## config.mk

```make
export PLATFORM = sky130hd
export DESIGN_NAME = rbmc_ctrl
export DESIGN_NICKNAME = d
export VERILOG_FILES = /design/src/core/rbmc_pkg.sv /design/src/core/rbmc_ctrl.sv
export SDC_FILE = /design/constraint.sdc
export NUM_CORES = 1
export LEC_CHECK = 0
export ABC_AREA = 1
export CORE_MARGIN = 2
export CORE_UTILIZATION = 44
export CTS_BUF_LIST = sky130_fd_sc_hd__clkbuf_4 sky130_fd_sc_hd__clkbuf_8
export CTS_CLUSTER_DIAMETER = 120
export DETAILED_ROUTE_END_ITERATION = 8
export DONT_BUFFER_PORTS = 1
export PLACE_DENSITY_LB_ADDON = 0.15
export SYNTH_ARGS = -nofsm -noshare
export SYNTH_HDL_FRONTEND = slang
export SYNTH_SLANG_ARGS = --single-unit
```

## constraint.sdc

```tcl
create_clock -name sys_clk -period 4.5 [get_ports sys_clk]
set_input_delay 0.45 -clock sys_clk [delete_from_list [all_inputs] [get_ports sys_clk]]
set_output_delay 0.45 -clock sys_clk [all_outputs]
set_load 0.01 [all_outputs]
```

## src/core/rbmc_pkg.sv

```systemverilog
// Package for the robot behaviour and mode controller.
package rbmc_pkg;
    // Timing: debounce hold and beacon period, in ns, with cycle counts at 8 ns.
    localparam int CLK_NS          = 8;
    localparam int DEBOUNCE_NS     = 80;
    localparam int DEBOUNCE_CYC    = (DEBOUNCE_NS + CLK_NS - 1) / CLK_NS;
    localparam int BEACON_NS       = 800;
    localparam int BEACON_CYC      = BEACON_NS / CLK_NS;
    localparam int BACKUP_CYC      = 16;
    localparam int TURN45_CYC      = 8;
    localparam int LED_PAT_BITS    = 4;
    localparam logic [15:0] LFSR_SEED = 16'hACE1;

    // Motor commands.
    typedef enum logic [2:0]
    {
        RBMC_MOT_STOP  = 3'h0,
        RBMC_MOT_FWD   = 3'h1,
        RBMC_MOT_REV   = 3'h2,
        RBMC_MOT_LEFT  = 3'h3,
        RBMC_MOT_RIGHT = 3'h4
    } rbmc_motor_e;

    // Top-level modes, Gray coded along sleep, active, hibernate.
    typedef enum logic [1:0]
    {
        RBMC_SLEEP = 2'h0,
        RBMC_ACTIVE = 2'h1,
        RBMC_HIBER = 2'h3,
        RBMC_OFF   = 2'h2
    } rbmc_mode_e;

    // Active behaviours.
    typedef enum logic [1:0]
    {
        RBMC_WALK   = 2'h0,
        RBMC_FORAGE = 2'h1,
        RBMC_BEACON = 2'h3,
        RBMC_CONV   = 2'h2
    } rbmc_beh_e;

    // Contact and button inputs travel together.
    typedef struct packed
    {
        logic feel_left;
        logic feel_right;
        logic halt_btn;
        logic power_btn;
    } rbmc_touch_s;

    // Dual colour LED drive.
    typedef struct packed
    {
        logic red;
        logic green;
    } rbmc_led_s;
endpackage

```

## src/core/rbmc_ctrl.sv

```systemverilog
// Mode, behaviour, avoidance and LED control for the solar robot.
`timescale 1ns/1ns
// What this block does
// - Starts asleep; leaves sleep for active mode only when light is sufficient.
// - Low light in active mode returns cleanly to sleep.
// - Random walk: forward random distance, then random turn, repeatedly.
// - On contact: reverse fixed distance at once, then turn 45 degrees away.
// - One feeler closed: turn toward the opposite side.
// - Both feelers together: turn direction chosen at random.
// - Light below continuous level during walk switches to forage.
// - Forage continues until light acceptable or energy source found.
// - Very bright area: stop, beacon light level for set period, resume foraging.
// - Beacon received while foraging enters convergence.
// - Convergence lasts while light rises or beacons arrive.
// - Halt press in active mode hibernates with all motion stopped.
// - Second halt press restores the previous behaviour.
// - Power button hard-off never returns to active by itself.
// - Weak solar current: low-power state, motors and sensors off.
// - Soft power-off resumes itself on suitable sensor input.
// - LED colour differs per mode.
// - LED pulse pattern unique per behaviour.
module rbmc_ctrl
    import rbmc_pkg::*;
#(
    parameter int LW = 8
)
(
    input  wire logic             sys_clk,
    input  wire logic             reset,
    input  wire rbmc_touch_s      touch_in,
    input  wire logic [LW-1:0]    light_level,
    input  wire logic [LW-1:0]    wake_level,
    input  wire logic [LW-1:0]    forage_level,
    input  wire logic [LW-1:0]    bright_level,
    input  wire logic             beacon_rx,
    output rbmc_motor_e           motor_cmd,
    output logic                  sensors_on,
    output logic                  standby,
    output logic                  ir_tx_en,
    output logic [LW-1:0]         ir_tx_data,
    output rbmc_led_s             led
);

    // Two-flop synchronisers for pins.
    rbmc_touch_s touch_meta_reg;
    rbmc_touch_s touch_sync_reg;
    logic        beacon_meta_reg;
    logic        beacon_sync_reg;
    always_ff @(posedge sys_clk or posedge reset)
    begin
        if (reset)
        begin
            touch_meta_reg  <= '0;
            touch_sync_reg  <= '0;
            beacon_meta_reg <= 1'b0;
            beacon_sync_reg <= 1'b0;
        end
        else
        begin
            touch_meta_reg  <= touch_in;
            touch_sync_reg  <= touch_meta_reg;
            beacon_meta_reg <= beacon_rx;
            beacon_sync_reg <= beacon_meta_reg;
        end
    end

    // Debounce: a level is accepted after it holds steady for the debounce count.
    localparam int DBW = $clog2(DEBOUNCE_CYC + 1);
    logic [3:0]     stable_reg;
    logic [3:0]     stable_prev_reg;
    logic [DBW-1:0] db_cnt_reg [4];
    logic [3:0]     press_evt;
    always_ff @(posedge sys_clk or posedge reset)
    begin
        if (reset)
        begin
            stable_reg      <= 4'h0;
            stable_prev_reg <= 4'h0;
            for (int i = 0; i < 4; i++)
                db_cnt_reg[i] <= '0;
        end
        else
        begin
            stable_prev_reg <= stable_reg;
            for (int i = 0; i < 4; i++)
            begin
                if (touch_sync_reg[i] == stable_reg[i])
                    db_cnt_reg[i] <= '0;
                else if (db_cnt_reg[i] == DBW'(DEBOUNCE_CYC - 1))
                begin
                    stable_reg[i] <= touch_sync_reg[i];
                    db_cnt_reg[i] <= '0;
                end
                else
                    db_cnt_reg[i] <= db_cnt_reg[i] + 1'b1;
            end
        end
    end
    // One event per rising debounced edge; bit order follows the struct.
    assign press_evt = stable_reg & ~stable_prev_reg;
    wire evt_left  = press_evt[3];
    wire evt_right = press_evt[2];
    wire evt_halt  = press_evt[1];
    wire evt_power = press_evt[0];

    // Random source shared by walk distances, turns and tie-breaks.
    logic [15:0] lfsr_reg;
    always_ff @(posedge sys_clk or posedge reset)
    begin
        if (reset)
            lfsr_reg <= LFSR_SEED;
        else
            lfsr_reg <= {lfsr_reg[14:0],
                         lfsr_reg[15] ^ lfsr_reg[13] ^ lfsr_reg[12] ^ lfsr_reg[10]};
    end

    // Mode machine.
    rbmc_mode_e mode_reg;
    rbmc_beh_e  beh_reg;
    wire light_ok  = light_level >= wake_level;
    wire light_low = light_level < forage_level;
    always_ff @(posedge sys_clk or posedge reset)
    begin
        if (reset)
            mode_reg <= RBMC_SLEEP;
        else
        begin
            case (mode_reg)
                RBMC_SLEEP:
                    if (evt_power)
                        mode_reg <= RBMC_OFF;
                    else if (light_ok)
                        mode_reg <= RBMC_ACTIVE;
                RBMC_ACTIVE:
                    if (evt_power)
                        mode_reg <= RBMC_OFF;
                    else if (evt_halt)
                        mode_reg <= RBMC_HIBER;
                    else if (light_level < (wake_level >> 1))
                        mode_reg <= RBMC_SLEEP;
                RBMC_HIBER:
                    if (evt_power)
                        mode_reg <= RBMC_OFF;
                    else if (evt_halt)
                        mode_reg <= RBMC_ACTIVE;
                RBMC_OFF:
                    mode_reg <= RBMC_OFF;
                default:
                    mode_reg <= RBMC_SLEEP;
            endcase
        end
    end

    // Avoidance manoeuvre state: reverse then turn, overriding behaviour motion.
    logic       avoid_reg;
    logic       avoid_turn_reg;
    logic       avoid_right_reg;
    logic [7:0] avoid_cnt_reg;
    wire        moving = (mode_reg == RBMC_ACTIVE) && (beh_reg != RBMC_BEACON);
    always_ff @(posedge sys_clk or posedge reset)
    begin
        if (reset)
        begin
            avoid_reg       <= 1'b0;
            avoid_turn_reg  <= 1'b0;
            avoid_right_reg <= 1'b0;
            avoid_cnt_reg   <= 8'h00;
        end
        else if (mode_reg != RBMC_ACTIVE)
            avoid_reg <= 1'b0;
        else if (!avoid_reg && moving && (evt_left || evt_right))
        begin
            avoid_reg      <= 1'b1;
            avoid_turn_reg <= 1'b0;
            avoid_cnt_reg  <= 8'(BACKUP_CYC - 1);
            if (evt_left && evt_right)
                avoid_right_reg <= lfsr_reg[0];
            else
                avoid_right_reg <= evt_left;
        end
        else if (avoid_reg)
        begin
            if (avoid_cnt_reg != 8'h00)
                avoid_cnt_reg <= avoid_cnt_reg - 8'h01;
            else if (!avoid_turn_reg)
            begin
                avoid_turn_reg <= 1'b1;
                avoid_cnt_reg  <= 8'(TURN45_CYC - 1);
            end
            else
                avoid_reg <= 1'b0;
        end
    end

    // Behaviour machine, held while hibernating so the halt release restores it.
    logic [LW-1:0] prev_light_reg;
    logic [7:0]    beacon_cnt_reg;
    always_ff @(posedge sys_clk or posedge reset)
    begin
        if (reset)
        begin
            beh_reg        <= RBMC_WALK;
            prev_light_reg <= '0;
            beacon_cnt_reg <= 8'h00;
        end
        else if (mode_reg == RBMC_SLEEP)
            beh_reg <= RBMC_WALK;
        else if (mode_reg == RBMC_ACTIVE && !avoid_reg)
        begin
            prev_light_reg <= light_level;
            case (beh_reg)
                RBMC_WALK:
                    if (light_low)
                        beh_reg <= RBMC_FORAGE;
                RBMC_FORAGE:
                    if (light_level >= bright_level)
                    begin
                        beh_reg        <= RBMC_BEACON;
                        beacon_cnt_reg <= 8'(BEACON_CYC - 1);
                    end
                    else if (beacon_sync_reg)
                        beh_reg <= RBMC_CONV;
                    else if (!light_low)
                        beh_reg <= RBMC_WALK;
                RBMC_BEACON:
                    if (beacon_cnt_reg != 8'h00)
                        beacon_cnt_reg <= beacon_cnt_reg - 8'h01;
                    else
                        beh_reg <= RBMC_FORAGE;
                RBMC_CONV:
                    if (!beacon_sync_reg && light_level <= prev_light_reg)
                        beh_reg <= RBMC_FORAGE;
                default:
                    beh_reg <= RBMC_WALK;
            endcase
        end
    end

    // Walk step generator: random forward run, then random turn held to one side.
    logic       step_turn_reg;
    logic       step_right_reg;
    logic [5:0] step_cnt_reg;
    always_ff @(posedge sys_clk or posedge reset)
    begin
        if (reset)
        begin
            step_turn_reg  <= 1'b0;
            step_right_reg <= 1'b0;
            step_cnt_reg   <= 6'h00;
        end
        else if (mode_reg == RBMC_ACTIVE && !avoid_reg)
        begin
            if (step_cnt_reg != 6'h00)
                step_cnt_reg <= step_cnt_reg - 6'h01;
            else
            begin
                step_turn_reg  <= !step_turn_reg;
                step_right_reg <= lfsr_reg[7];
                step_cnt_reg   <= lfsr_reg[5:0] | 6'h01;
            end
        end
    end

    // Motion, power and beacon outputs.
    always_ff @(posedge sys_clk or posedge reset)
    begin
        if (reset)
        begin
            motor_cmd  <= RBMC_MOT_STOP;
            sensors_on <= 1'b0;
            standby    <= 1'b1;
            ir_tx_en   <= 1'b0;
            ir_tx_data <= '0;
        end
        else
        begin
            sensors_on <= (mode_reg == RBMC_ACTIVE) || (mode_reg == RBMC_HIBER);
            standby    <= (mode_reg == RBMC_SLEEP) || (mode_reg == RBMC_OFF);
            ir_tx_en   <= (mode_reg == RBMC_ACTIVE) && (beh_reg == RBMC_BEACON);
            ir_tx_data <= light_level;
            if (mode_reg != RBMC_ACTIVE)
                motor_cmd <= RBMC_MOT_STOP;
            else if (avoid_reg)
                motor_cmd <= !avoid_turn_reg ? RBMC_MOT_REV
                           : (avoid_right_reg ? RBMC_MOT_RIGHT : RBMC_MOT_LEFT);
            else if (beh_reg == RBMC_BEACON)
                motor_cmd <= RBMC_MOT_STOP;
            else if (beh_reg == RBMC_WALK && step_turn_reg)
                motor_cmd <= step_right_reg ? RBMC_MOT_RIGHT : RBMC_MOT_LEFT;
            else
                motor_cmd <= RBMC_MOT_FWD;
        end
    end

    // LED: colour per mode, pulse pattern per behaviour.
    logic [LED_PAT_BITS+1:0] led_phase_reg;
    logic [3:0]              pat;
    always_ff @(posedge sys_clk or posedge reset)
    begin
        if (reset)
            led_phase_reg <= '0;
        else
            led_phase_reg <= led_phase_reg + 1'b1;
    end
    always_comb
    begin
        case (beh_reg)
            RBMC_WALK:   pat = 4'h7;
            RBMC_FORAGE: pat = 4'h5;
            RBMC_BEACON: pat = 4'h1;
            RBMC_CONV:   pat = 4'h3;
            default:     pat = 4'h0;
        endcase
    end
    always_ff @(posedge sys_clk or posedge reset)
    begin
        if (reset)
            led <= '0;
        else
        begin
            case (mode_reg)
                RBMC_ACTIVE: led <= '{red: 1'b0, green: pat[led_phase_reg[LED_PAT_BITS+1:2]
                                      % 4]};
                RBMC_HIBER:  led <= '{red: pat[led_phase_reg[LED_PAT_BITS+1:2] % 4],
                                      green: 1'b0};
                RBMC_SLEEP:  led <= '{red: 1'b1, green: 1'b1};
                default:     led <= '{red: 1'b0, green: 1'b0};
            endcase
        end
    end
endmodule

```

After elaboration in Yosys (flattened, before gate mapping)
Index checks and enable logic that the tools add are counted.
{"block": "totals", "regBits": 111, "inputBits": 39}
{"block": "op_classes", "n_mux": 53, "n_eq_ne": 27, "magnitude_cmp": 6, "n_addsub": 8, "bitwise": 12, "n_reduce_logical": 34}
{"cell": "$mux 8", "n": 6}
{"cell": "$mux 4", "n": 8}
{"cell": "$mux 2", "n": 15}
{"cell": "$mux 3", "n": 7}
{"cell": "$add 4x1->4 const B", "n": 4}
{"cell": "$eq 4x4->1 const B", "n": 4}
{"cell": "$ge 8x8->1", "n": 2}
{"cell": "$pmux 2 s4", "n": 2}
{"cell": "$pmux 4 s4", "n": 1}
{"cell": "$pmux 8 s2", "n": 1}
{"cell": "$reduce_bool 8->1", "n": 2}
{"cell": "$sub 8x1->8 const B", "n": 2}
{"cell": "$ne 3x3->1 const B", "n": 5}
{"cell": "$reduce_and 2->1", "n": 7}
{"cell": "$mux 1", "n": 10}
{"cell": "$reduce_and 5->1", "n": 2}
{"cell": "$reduce_and 3->1", "n": 3}
{"cell": "$eq 2x2->1 const B", "n": 4}
{"cell": "$le 8x8->1", "n": 1}
{"cell": "$logic_and 1x1->1", "n": 8}
{"cell": "$lt 8x7->1", "n": 1}
{"cell": "$lt 8x8->1", "n": 1}
{"cell": "$ne 2x2->1 const B", "n": 4}
{"cell": "$not 1->1", "n": 7}
{"cell": "other kinds (20)", "n": 33}

Logic depth before layout (Yosys ltp)
Gate-level depths: netlist of run 1.
{"block": "depth", "ltp_word": 7, "depth_mapped": 17, "mapped_depth_nobuf": 17}

Worst setup path after synthesis of run 1
No wires, ideal clock.
{"block": "synth_timing", "path_type": "in2reg", "startpoint": "input port light_level[0]", "endpoint": "register beacon_cnt_reg[5]", "required_ns": 4.374, "setup_time_ns": 0.126, "path_stages": 13, "arrival_time_ns": 1.712, "n_path_buf": 1, "path_slack_ns": 2.661, "cell_sequence": "inv_1 -> ha_1 -> inv_1 -> a21oi_1 -> o21bai_1 -> nand2_1 -> a21oi_1 -> nand2_1 -> nand2_2 -> inv_2 -> buf_4 -> nand2_1 -> o21ai_0"}
{"block": "synth_between", "elab_chain_cells": 3}
{"item": "from (decl)", "line_no": "rbmc_ctrl.sv:31", "rtl": "input wire logic [LW-1:0] light_level,"}
{"item": "$ge 8x8->1", "line_no": "rbmc_ctrl.sv:216", "rtl": "if (light_level >= bright_level)"}
{"item": "$ne 2x2->1 (no source line)"}
{"item": "$reduce_and 5->1 (no source line)"}
{"item": "to (signal assigned)", "line_no": "rbmc_ctrl.sv:219", "rtl": "beacon_cnt_reg <= 8'(BEACON_CYC - 1);"}
{"item": "to (signal assigned)", "line_no": "rbmc_ctrl.sv:227", "rtl": "beacon_cnt_reg <= beacon_cnt_reg - 8'h01;"}
{"item": "to (decl)", "line_no": "rbmc_ctrl.sv:197", "rtl": "logic [7:0] beacon_cnt_reg;"}
Every way passes these cells.
A chain may end at the register's enable or synchronous reset.

Worst setup path in the final report of run 1
{"block": "layout_timing", "startpoint": "register mode_reg[1]", "endpoint": "register beacon_cnt_reg[6]"}
{"block": "layout_between", "elab_chain_cells": 3}
{"item": "from (decl)", "line_no": "rbmc_ctrl.sv:118", "rtl": "rbmc_mode_e mode_reg;"}
{"item": "from (signal assigned)", "line_no": "rbmc_ctrl.sv:125", "rtl": "mode_reg <= RBMC_SLEEP;"}
{"item": "from (signal assigned)", "line_no": "rbmc_ctrl.sv:131", "rtl": "mode_reg <= RBMC_OFF;"}
{"item": "from (signal assigned)", "line_no": "rbmc_ctrl.sv:133", "rtl": "mode_reg <= RBMC_ACTIVE;"}
{"item": "$eq 2x1->1 or $logic_not 2->1 (tied branches)", "line_no": "rbmc_ctrl.sv:208, rbmc_ctrl.sv:206"}
{"item": "$logic_and 1x1->1 or $not 1->1 (tied branches)"}
{"item": "$reduce_and 5->1 (no source line) *"}
Every way passes the cells marked *; elsewhere a longest branch is shown, timed or not.

==> flow_metrics.tcl, run 1 <==
set metrics [dict create \
    fp.dieH_um 116 \
    hold_path.class "input pin to flip-flop" \
    synthCells 594 \
    async_reset_ff_share_pct 100 \
    worst_r2r_path_depth 10 \
    min_to "touch_meta_reg[0]$_DFF_PP0_" \
    drc 0 \
    final_area_um2 5870 \
    worst_pin_slew_ps 859 \
    reg2reg_setup_slack_ps 2290 \
    r2r-end "beacon_cnt_reg[6]$_DFFE_PP0P_" \
    critPathMaxFanout 17 \
    grt_max_degree 71 \
    leakagePower_nw 3.06 \
    synth_top_cell_by_area "dfrtp_1" \
    critPathCaptureType "flip-flop" \
    min_delay_path_depth 0 \
    path_class "flip-flop to flip-flop" \
    avgSynthCellArea_um2 9.24 \
    diodes 0 \
    critPathTopFamily "simple AND/OR/NAND/NOR gates" \
    place_hpwl_um 7370 \
    h-tree-depth 3 \
    critPathSlowestCell "dfrtp_1" \
    initial_core_util_pct 45.3 \
    rsz0062_at_grt "false" \
    synth_area_um2 5490 \
    slowest_delay_ps 430 \
    status "completed" \
    path_buf_inv 3 \
    syn-num-nets 689 \
    placed_cell_area_um2 5690 \
    nets 698 \
    synth-edff-count 0 \
    fillers 1164 \
    slew_violations 0 \
    irDropWorstVdd_v 0.000244 \
    p_per_area_nw_per_um2 493 \
    grt_pass1_vias 3724 \
    finalCritPeriodShare_pct 49.1 \
    core_area_um2 12100 \
    area_growth_pct 6.97 \
    hold_start "touch_in[0]" \
    ctsResizeCount 0 \
    maxCapViolations 0 \
    io_buffers 0 \
    die_area_um2 13400 \
    max_freq_mhz 452 \
    synth_top_area_share_pct 45.6 \
    fp-row-count 40 \
    cts-root-buf "clkbuf_8" \
    wire_per_inst_um 12.9 \
    wirelength_um 10000 \
    r2r_start "mode_reg[1]$_DFFE_PP0P_" \
    cts_buffer_depth 2 \
    crit_path_cell_trace "inv_1, ha_1, inv_2, nor2_4, nand2_2, nor3_2, nand2_2, inv_2, o21ai_0, o21ai_0" \
    finalSetupViolations 0 \
    fin_setup_tns_ps 0 \
    grtUsageTotal_pct 16.6 \
    grt_pass1_wl_um 17400 \
    fp.dieW_um 116 \
    place_congestion 0.839 \
    yosysSeqAreaShare_pct 49.9 \
    cp.required_ps 4810 \
    fin_skew_ps 4.86 \
    final_util_pct 48.5 \
    firstDrtPassIters 4 \
    cts_tree "done" \
    drt_iter0_markers 114 \
    start_kind "flip-flop" \
    clk_latency_ps 380 \
    hold_viol 0 \
    clk_pin_slew_ps 100 \
    ys.flop_type "dfrtp_1" \
    cts_buffers 9 \
    cp.arrival_ps 2520 \
    drive_gt1_share_pct 7.58 \
    slew-limit-headroom_pct 42.8 \
    ys_top_cells_by_area "dfrtp_1 (46%), ha_1 (13%), inv_1 (6.8%)" \
    antenna_found_initial 0 \
    yosys_warnings 0 \
    post-route-min-period_ps 2210 \
    cts_setup_buffers 0 \
    clock-sinks 109 \
    synth.distinct_cells 37 \
    antenna_left 0 \
    ctsHoldBuffers 0 \
    overflow 0 \
    vias 3759 \
    num_io_pins 55 \
    synth-seq-cells 109 \
    viasPerCell 4.85 \
]
cell families (layout without fill, tap and decap cells):
logic type               Yosys count  count (layout)  synth area share, %
flip-flops                       109             109                 49.9
buffers and inverters            106             119                 7.34
AO/OA/AOI/OAI                     92              92                 9.30
multiplexers                       2               2                0.410
AND/OR/NAND/NOR                  208             208                 17.0
XOR/XNOR                          21              21                 3.35
adder cells (fa/ha/maj)           56              56                 12.8
worst max path at each step:
stage / cells after the start / start / endpoint
floorplan: 1 / reset / avoid_cnt_reg[0]$_DFFE_PP0P_
global placement: 10 / mode_reg[1]$_DFFE_PP0P_ / beacon_cnt_reg[6]$_DFFE_PP0P_
detailed placement: 10 / mode_reg[1]$_DFFE_PP0P_ / beacon_cnt_reg[5]$_DFFE_PP0P_
CTS: 10 / mode_reg[1]$_DFFE_PP0P_ / beacon_cnt_reg[6]$_DFFE_PP0P_
global route: 10 / mode_reg[1]$_DFFE_PP0P_ / beacon_cnt_reg[0]$_DFFE_PP0P_
finish: 10 / mode_reg[1]$_DFFE_PP0P_ / beacon_cnt_reg[6]$_DFFE_PP0P_
area by class of cell:
| class | instances | area, um2 | share of cell area (%) |
|---|---|---|---|
| clock buffers | 11 | 145 | 2.47 |
| well taps | 168 | 210 | 3.58 |
| inverters | 103 | 389 | 6.63 |
| repair buffers | 1 | 7.51 | 0.128 |
| flip-flops and latches | 109 | 2740 | 46.6 |
| clock inverters | 4 | 33.8 | 0.575 |
| multi-input cells | 379 | 2350 | 40.0 |
cell usage after synthesis (2+ instances only):
library cell    n
nand3b_1        3
a21oi_1        37
nor3_1          8
o31ai_1         3
nand3_1        24
nor2_1         53
xor2_1         12
nand2_1        99
nor2_4          3
o21a_1          4
nor3_2          2
o21ai_0        37
ha_1           56
mux2_2          2
o21ai_1         2
inv_1          99
nand2_2         3
nand2_4         2
o22ai_1         2
nand4_1         8
xnor2_1         9
inv_2           4
dfstp_2         9
dfrtp_1       100
stage by stage:
stage | power [mW] | instances | setup WS [ps] | hold WS (ps)
after detailed placement | 2.35 | 760 | 2270 | 337
after global placement | 2.32 | 760 | 2380 | 333
after global routing | 3.16 | 775 | 2000 | 37.2
final | 2.90 | 775 | 2290 | 81.0
after floorplan | 2.13 | 594 | 1190 | 331
after CTS | 2.94 | 775 | 2230 | 50.1
where the power goes:
group	total (mW)	internal, mW	leakage (nW)	switching, mW
Clock	0.566	0.225	0.0898	0.341
Sequential	1.33	1.18	1.37	0.148
Combinational	1.00	0.360	1.60	0.645
Total	2.90	1.76	3.06	1.13
layout by cell type, fill, tap and decap left out, drive strengths merged, types with 2 or more instances in the layout:
cell / instances
a21oi: 38
clkbuf: 11
dfrtp: 100
dfstp: 9
ha: 56
inv: 105
mux2: 2
nand2: 104
nand3: 25
nand3b: 3
nand4: 8
nor2: 56
nor3: 10
o21a: 4
o21ai: 39
o22ai: 2
o31ai: 3
xnor2: 9
xor2: 12
metal layers:
layer / vias to the layer above / wire length, um / track usage [%]
met4: 0 / 140 / 4.37
met1: 1776 / 4830 / 21.8
met2: 55 / 4720 / 26.7
met5: - / 0 / 0
li1: 1918 / - / -
met3: 10 / 339 / 5.33
Power figures use the tool's default switching activity.
==> inputs of run 2 (changes only) <==
Clock period 4.5 ns to 2.2 ns, I/O delays scaled along.
==> run 2 against run 1 <==
Against the previous run:
- first-iteration DRC count grew 60%
- via count increased by 0.80%
- clock power is 120% higher
- worst setup slack worse by 2000 ps
- global-route usage is 0.39 points lower
- critical path type unchanged
- highest routed layer unchanged
==> flow_metrics.tcl, run 2 (same netlist as run 1, synthesis figures left out) <==
set metrics [dict create \
    status "completed" \
    total_power_mw 6.10 \
    top_layer "met4" \
    fp-row-count 40 \
    hold_ws_ps 137 \
    cp-startpoint "mode_reg[1]$_DFFE_PP0P_" \
    viasPerCell 4.77 \
    vias 3789 \
    place_hpwl_um 7330 \
    wl_met3_um 372 \
    grt_pass1_wl_um 17000 \
    fp.dieW_um 116 \
    ctsResizeCount 0 \
    grtUsageTotal_pct 16.2 \
    worst_pin_slew_ps 728 \
    finalSetupViolations 0 \
    leakagePower_nw 3.16 \
    hold_viol 0 \
    fp.dieH_um 116 \
    cts_buffer_depth 2 \
    final-instance-count-excl-fill 794 \
    start_kind "flip-flop" \
    ctsHoldBuffers 14 \
    wl_met2_um 4580 \
    cts_buffers 9 \
    drc 0 \
    drive_gt1_share_pct 8.15 \
    cp.required_ps 2470 \
    slew_violations 0 \
    clk_pin_slew_ps 110 \
    fillers 1163 \
    io_buffers 0 \
    fin_setup_tns_ps 0 \
    drt_iter0_markers 182 \
    finalCritPeriodShare_pct 84.6 \
    max_freq_mhz 537 \
    hold_path.class "input pin to flip-flop" \
    rsz0062_at_grt "false" \
    antenna_found_initial 0 \
    post-route-min-period_ps 1860 \
    wl_met1_um 4740 \
    core_area_um2 12100 \
    initial_core_util_pct 45.3 \
    grt_max_degree 41 \
    p_per_area_nw_per_um2 1000 \
    fin_skew_ps 14.0 \
    nets 716 \
    area_growth_pct 11.1 \
    irDropWorstVdd_v 0.000510 \
    final_common_cell "dfrtp_1" \
    firstDrtPassIters 4 \
    place_congestion 0.847 \
    antenna_left 0 \
    wire_per_inst_um 12.4 \
    die_area_um2 13400 \
    cts_tree "done" \
    grt_pass1_vias 3769 \
    r2r_start "mode_reg[1]$_DFFE_PP0P_" \
    path_class "flip-flop to flip-flop" \
    overflow 0 \
    cts-root-buf "clkbuf_8" \
    clk_latency_ps 380 \
    hold_start "light_level[0]" \
    diodes 0 \
    placed_cells 764 \
    critPathMaxFanout 10 \
    final_cell_mix "dfrtp_1 (100), nand2_1 (99), inv_1 (98)" \
    clock-sinks 109 \
    maxCapViolations 0 \
    critPathCaptureType "flip-flop" \
    h-tree-depth 3 \
    slew-limit-headroom_pct 51.3 \
    cts_setup_buffers 0 \
    num_io_pins 55 \
    cp.arrival_ps 2130 \
    wirelength_um 9870 \
]
-- run 2: worst max-delay path, stage by stage, from the launching register on --
cell	delay, ps
dfrtp_1	430
inv_1	110
ha_1	230
inv_2	70
nor2_4	150
nand3_4	160
a21oi_4	190
nand2_4	130
o21ai_0	170
nand3b_1	90
-- run 2: per-layer routing --
layer / GRT usage, % / vias to the layer above
met1: 21.1 / 1761
met3: 4.55 / 14
met2: 25.9 / 49
met4: 5.87 / 0
li1: - / 1965
met5: 0 / -
-- run 2: path summary, 6_finish.rpt --
| path | to | slack [ps] | depth (start not counted) |
|---|---|---|---|
| worst max-delay path | avoid_cnt_reg[2]$_DFFE_PP0P_ | 340 | 9 |
| worst min-delay path | prev_light_reg[0]$_DFFE_PP0P_ | 140 | 2 |
| worst max register to register | avoid_cnt_reg[2]$_DFFE_PP0P_ | 340 | 9 |
| worst min register to register | touch_sync_reg[3]$_DFF_PP0_ | 360 | 0 |
| max in group asynchronous | lfsr_reg[6]$_DFF_PP1_ | 1100 | 3 |
| min in group asynchronous | db_cnt_reg[9]$_DFF_PP0_ | 420 | 2 |
-- run 2: power by group --
part | internal [mW] | leakage (nW) | switching [mW]
sequential | 2.41 | 1.37 | 0.302
clock | 0.560 | 0.103 | 0.707
combinational | 0.794 | 1.68 | 1.33
-- run 2: through the flow --
stage	util (%)	setup slack [ps]	area [um2]
2_1_floorplan	-	505	5490
3_3_place_gp	47.5	454	5750
3_5_place_dp	47.5	362	5750
4_1_cts	50.3	328	6100
5_1_grt	50.3	159	6100
6_report	50.3	339	6100
-- run 2: final cells by class --
class                           count  area (um2)  share of cell area (%)
Sequential cell                   109        2740                    44.9
Multi-Input combinational cell    379        2350                    38.5
Clock buffer                       10         131                    2.15
Clock inverter                      6        75.1                    1.23
Timing Repair Buffer               19         203                    3.32
Inverter                          103         390                    6.40
Tap cell                          168         210                    3.45
==> inputs of run 3 (changes only) <==
Clock period 2.2 ns to 1.65 ns, I/O delays scaled along.
==> run 3 against run 2 <==
Against the previous run:
- global-route usage up 0.74 points
- clock-buffer cell count grew 2
- largest power group unchanged
- critical endpoint is now avoid_cnt_reg[5]$_DFFE_PP0P_
- maximum frequency up 13%
==> flow_metrics.tcl, run 3 (same netlist as run 1, synthesis figures left out) <==
set metrics [dict create \
    status "completed" \
    leakagePower_nw 3.31 \
    drive_gt1_share_pct 17.4 \
    fp.dieW_um 116 \
    worst_slack_ps 1.73 \
    nets 747 \
    hold_path.class "input pin to flip-flop" \
    cp.required_ps 1930 \
    place_worst_setup_slack_ps 7.58 \
    slowest_delay_ps 440 \
    placed_cells 784 \
    final-instance-count-excl-fill 825 \
    cp.arrival_ps 1930 \
    final_area_um2 6490 \
    overflow 0 \
    grtUsageTotal_pct 16.9 \
    cp-startpoint "mode_reg[0]$_DFFE_PP0P_" \
    io_buffers 0 \
    antenna_found_initial 0 \
    wire_per_inst_um 12.9 \
    h-tree-depth 3 \
    worst_pin_slew_ps 670 \
    final_common_cell "dfrtp_1" \
    cts_buffers 9 \
    drt_iter0_markers 115 \
    fp-row-count 40 \
    grt_pass1_wl_um 17800 \
    place_congestion 0.854 \
    r2r-end "avoid_cnt_reg[5]$_DFFE_PP0P_" \
    cts-root-buf "clkbuf_8" \
    rsz0062_at_grt "true" \
    critPathSlowestCell "dfrtp_1" \
    wirelength_um 10700 \
    cp-endpoint "avoid_cnt_reg[5]$_DFFE_PP0P_" \
    fp.dieH_um 116 \
    grt_max_degree 29 \
    cts_tree "done" \
    fin_setup_tns_ps 0 \
    die_area_um2 13400 \
    clk_latency_ps 390 \
    final_cell_mix "dfrtp_1 (100), nand2_1 (92), inv_1 (90)" \
    viasPerCell 4.87 \
    cts_buffer_depth 2 \
    num_io_pins 55 \
    grt_pass1_vias 3885 \
    hold_ws_ps 83.4 \
    drc 0 \
    path_class "flip-flop to flip-flop" \
    max_freq_mhz 607 \
    clk_pin_slew_ps 110 \
    vias 4018 \
    final_util_pct 53.6 \
    slew_violations 0 \
    hold_viol 0 \
    crit_path_cell_trace "ha_4, inv_2, nor2_4, nand3_4, a21oi_4, nand2_4, nor2_4, xnor2_1, nor2_1" \
    firstDrtPassIters 8 \
    antenna_left 0 \
    core_area_um2 12100 \
    place_hpwl_um 7860 \
    diodes 0 \
    critPathMaxFanout 5 \
    reg2reg_setup_slack_ps 2 \
    finalSetupViolations 0 \
    total_power_mw 8.88 \
    post-route-min-period_ps 1650 \
    p_per_area_nw_per_um2 1370 \
    critPathCaptureType "flip-flop" \
    area_growth_pct 18.1 \
    initial_core_util_pct 45.3 \
    slew-limit-headroom_pct 55.3 \
    r2r_start "mode_reg[0]$_DFFE_PP0P_" \
    maxCapViolations 0 \
    finalCritPeriodShare_pct 99.9 \
    irDropWorstVdd_v 0.000980 \
    min_delay_path_depth 3 \
    clock-sinks 109 \
    worst_path_most_repeated_cell "nor2_4" \
    fin_skew_ps 12.3 \
    start_kind "flip-flop" \
    worst_r2r_path_depth 9 \
    placed_cell_area_um2 5930 \
]
-- run 3: area by class of cell --
class	count	area, um2
fill	1116	5630
clock inverter	4	38.8
timing repair buffer	48	433
multi-input combinational	380	2500
clock buffer	12	165
timing repair inverter	1	6.26
sequential	109	2740
inverter	103	395
tap	168	210
-- run 3: worst max-delay path, delay by kind of cell, from the launching register on --
family                   cells  cell delay (ps)
AO/OA/AOI/OAI                1              220
adder cells (fa/ha/maj)      1              160
XOR/XNOR                     1              110
flip-flops                   1              440
AND/OR/NAND/NOR              5              550
buffers and inverters        1               40
-- run 3: routing by layer --
| layer | track usage, % | routed length, um |
|---|---|---|
| met5 | 0 | 0 |
| met4 | 3.97 | 104 |
| met3 | 5.44 | 407 |
| met2 | 27.6 | 5080 |
| met1 | 22.1 | 5060 |
-- run 3: timing repair --
item,4_1_cts,5_1_grt
setup endpoints to repair,3,18
cloned,0,2
hold buffers,14,0
resized for setup,0,43
endpoints found under the hold margin,41,0
pin swaps,1,15
buffers inserted,1,8
-- run 3: how the worst min path moves through the flow --
stage                    from                       endpoint  slack (ps)
6_report       light_level[0]  prev_light_reg[0]$_DFFE_PP0P_          80
5_1_grt        light_level[0]  prev_light_reg[0]$_DFFE_PP0P_         120
4_1_cts        light_level[0]  prev_light_reg[0]$_DFFE_PP0P_          70
3_5_place_dp            reset        db_cnt_reg[1]$_DFF_PP0_         170
3_3_place_gp            reset        db_cnt_reg[0]$_DFF_PP0_         160
2_1_floorplan       beacon_rx      beacon_meta_reg$_DFF_PP0_         200
-- run 3: power breakdown --
part           switching [mW]  internal (mW)
Sequential              0.403           3.22
Clock                   0.956          0.698
Combinational            2.09           1.52
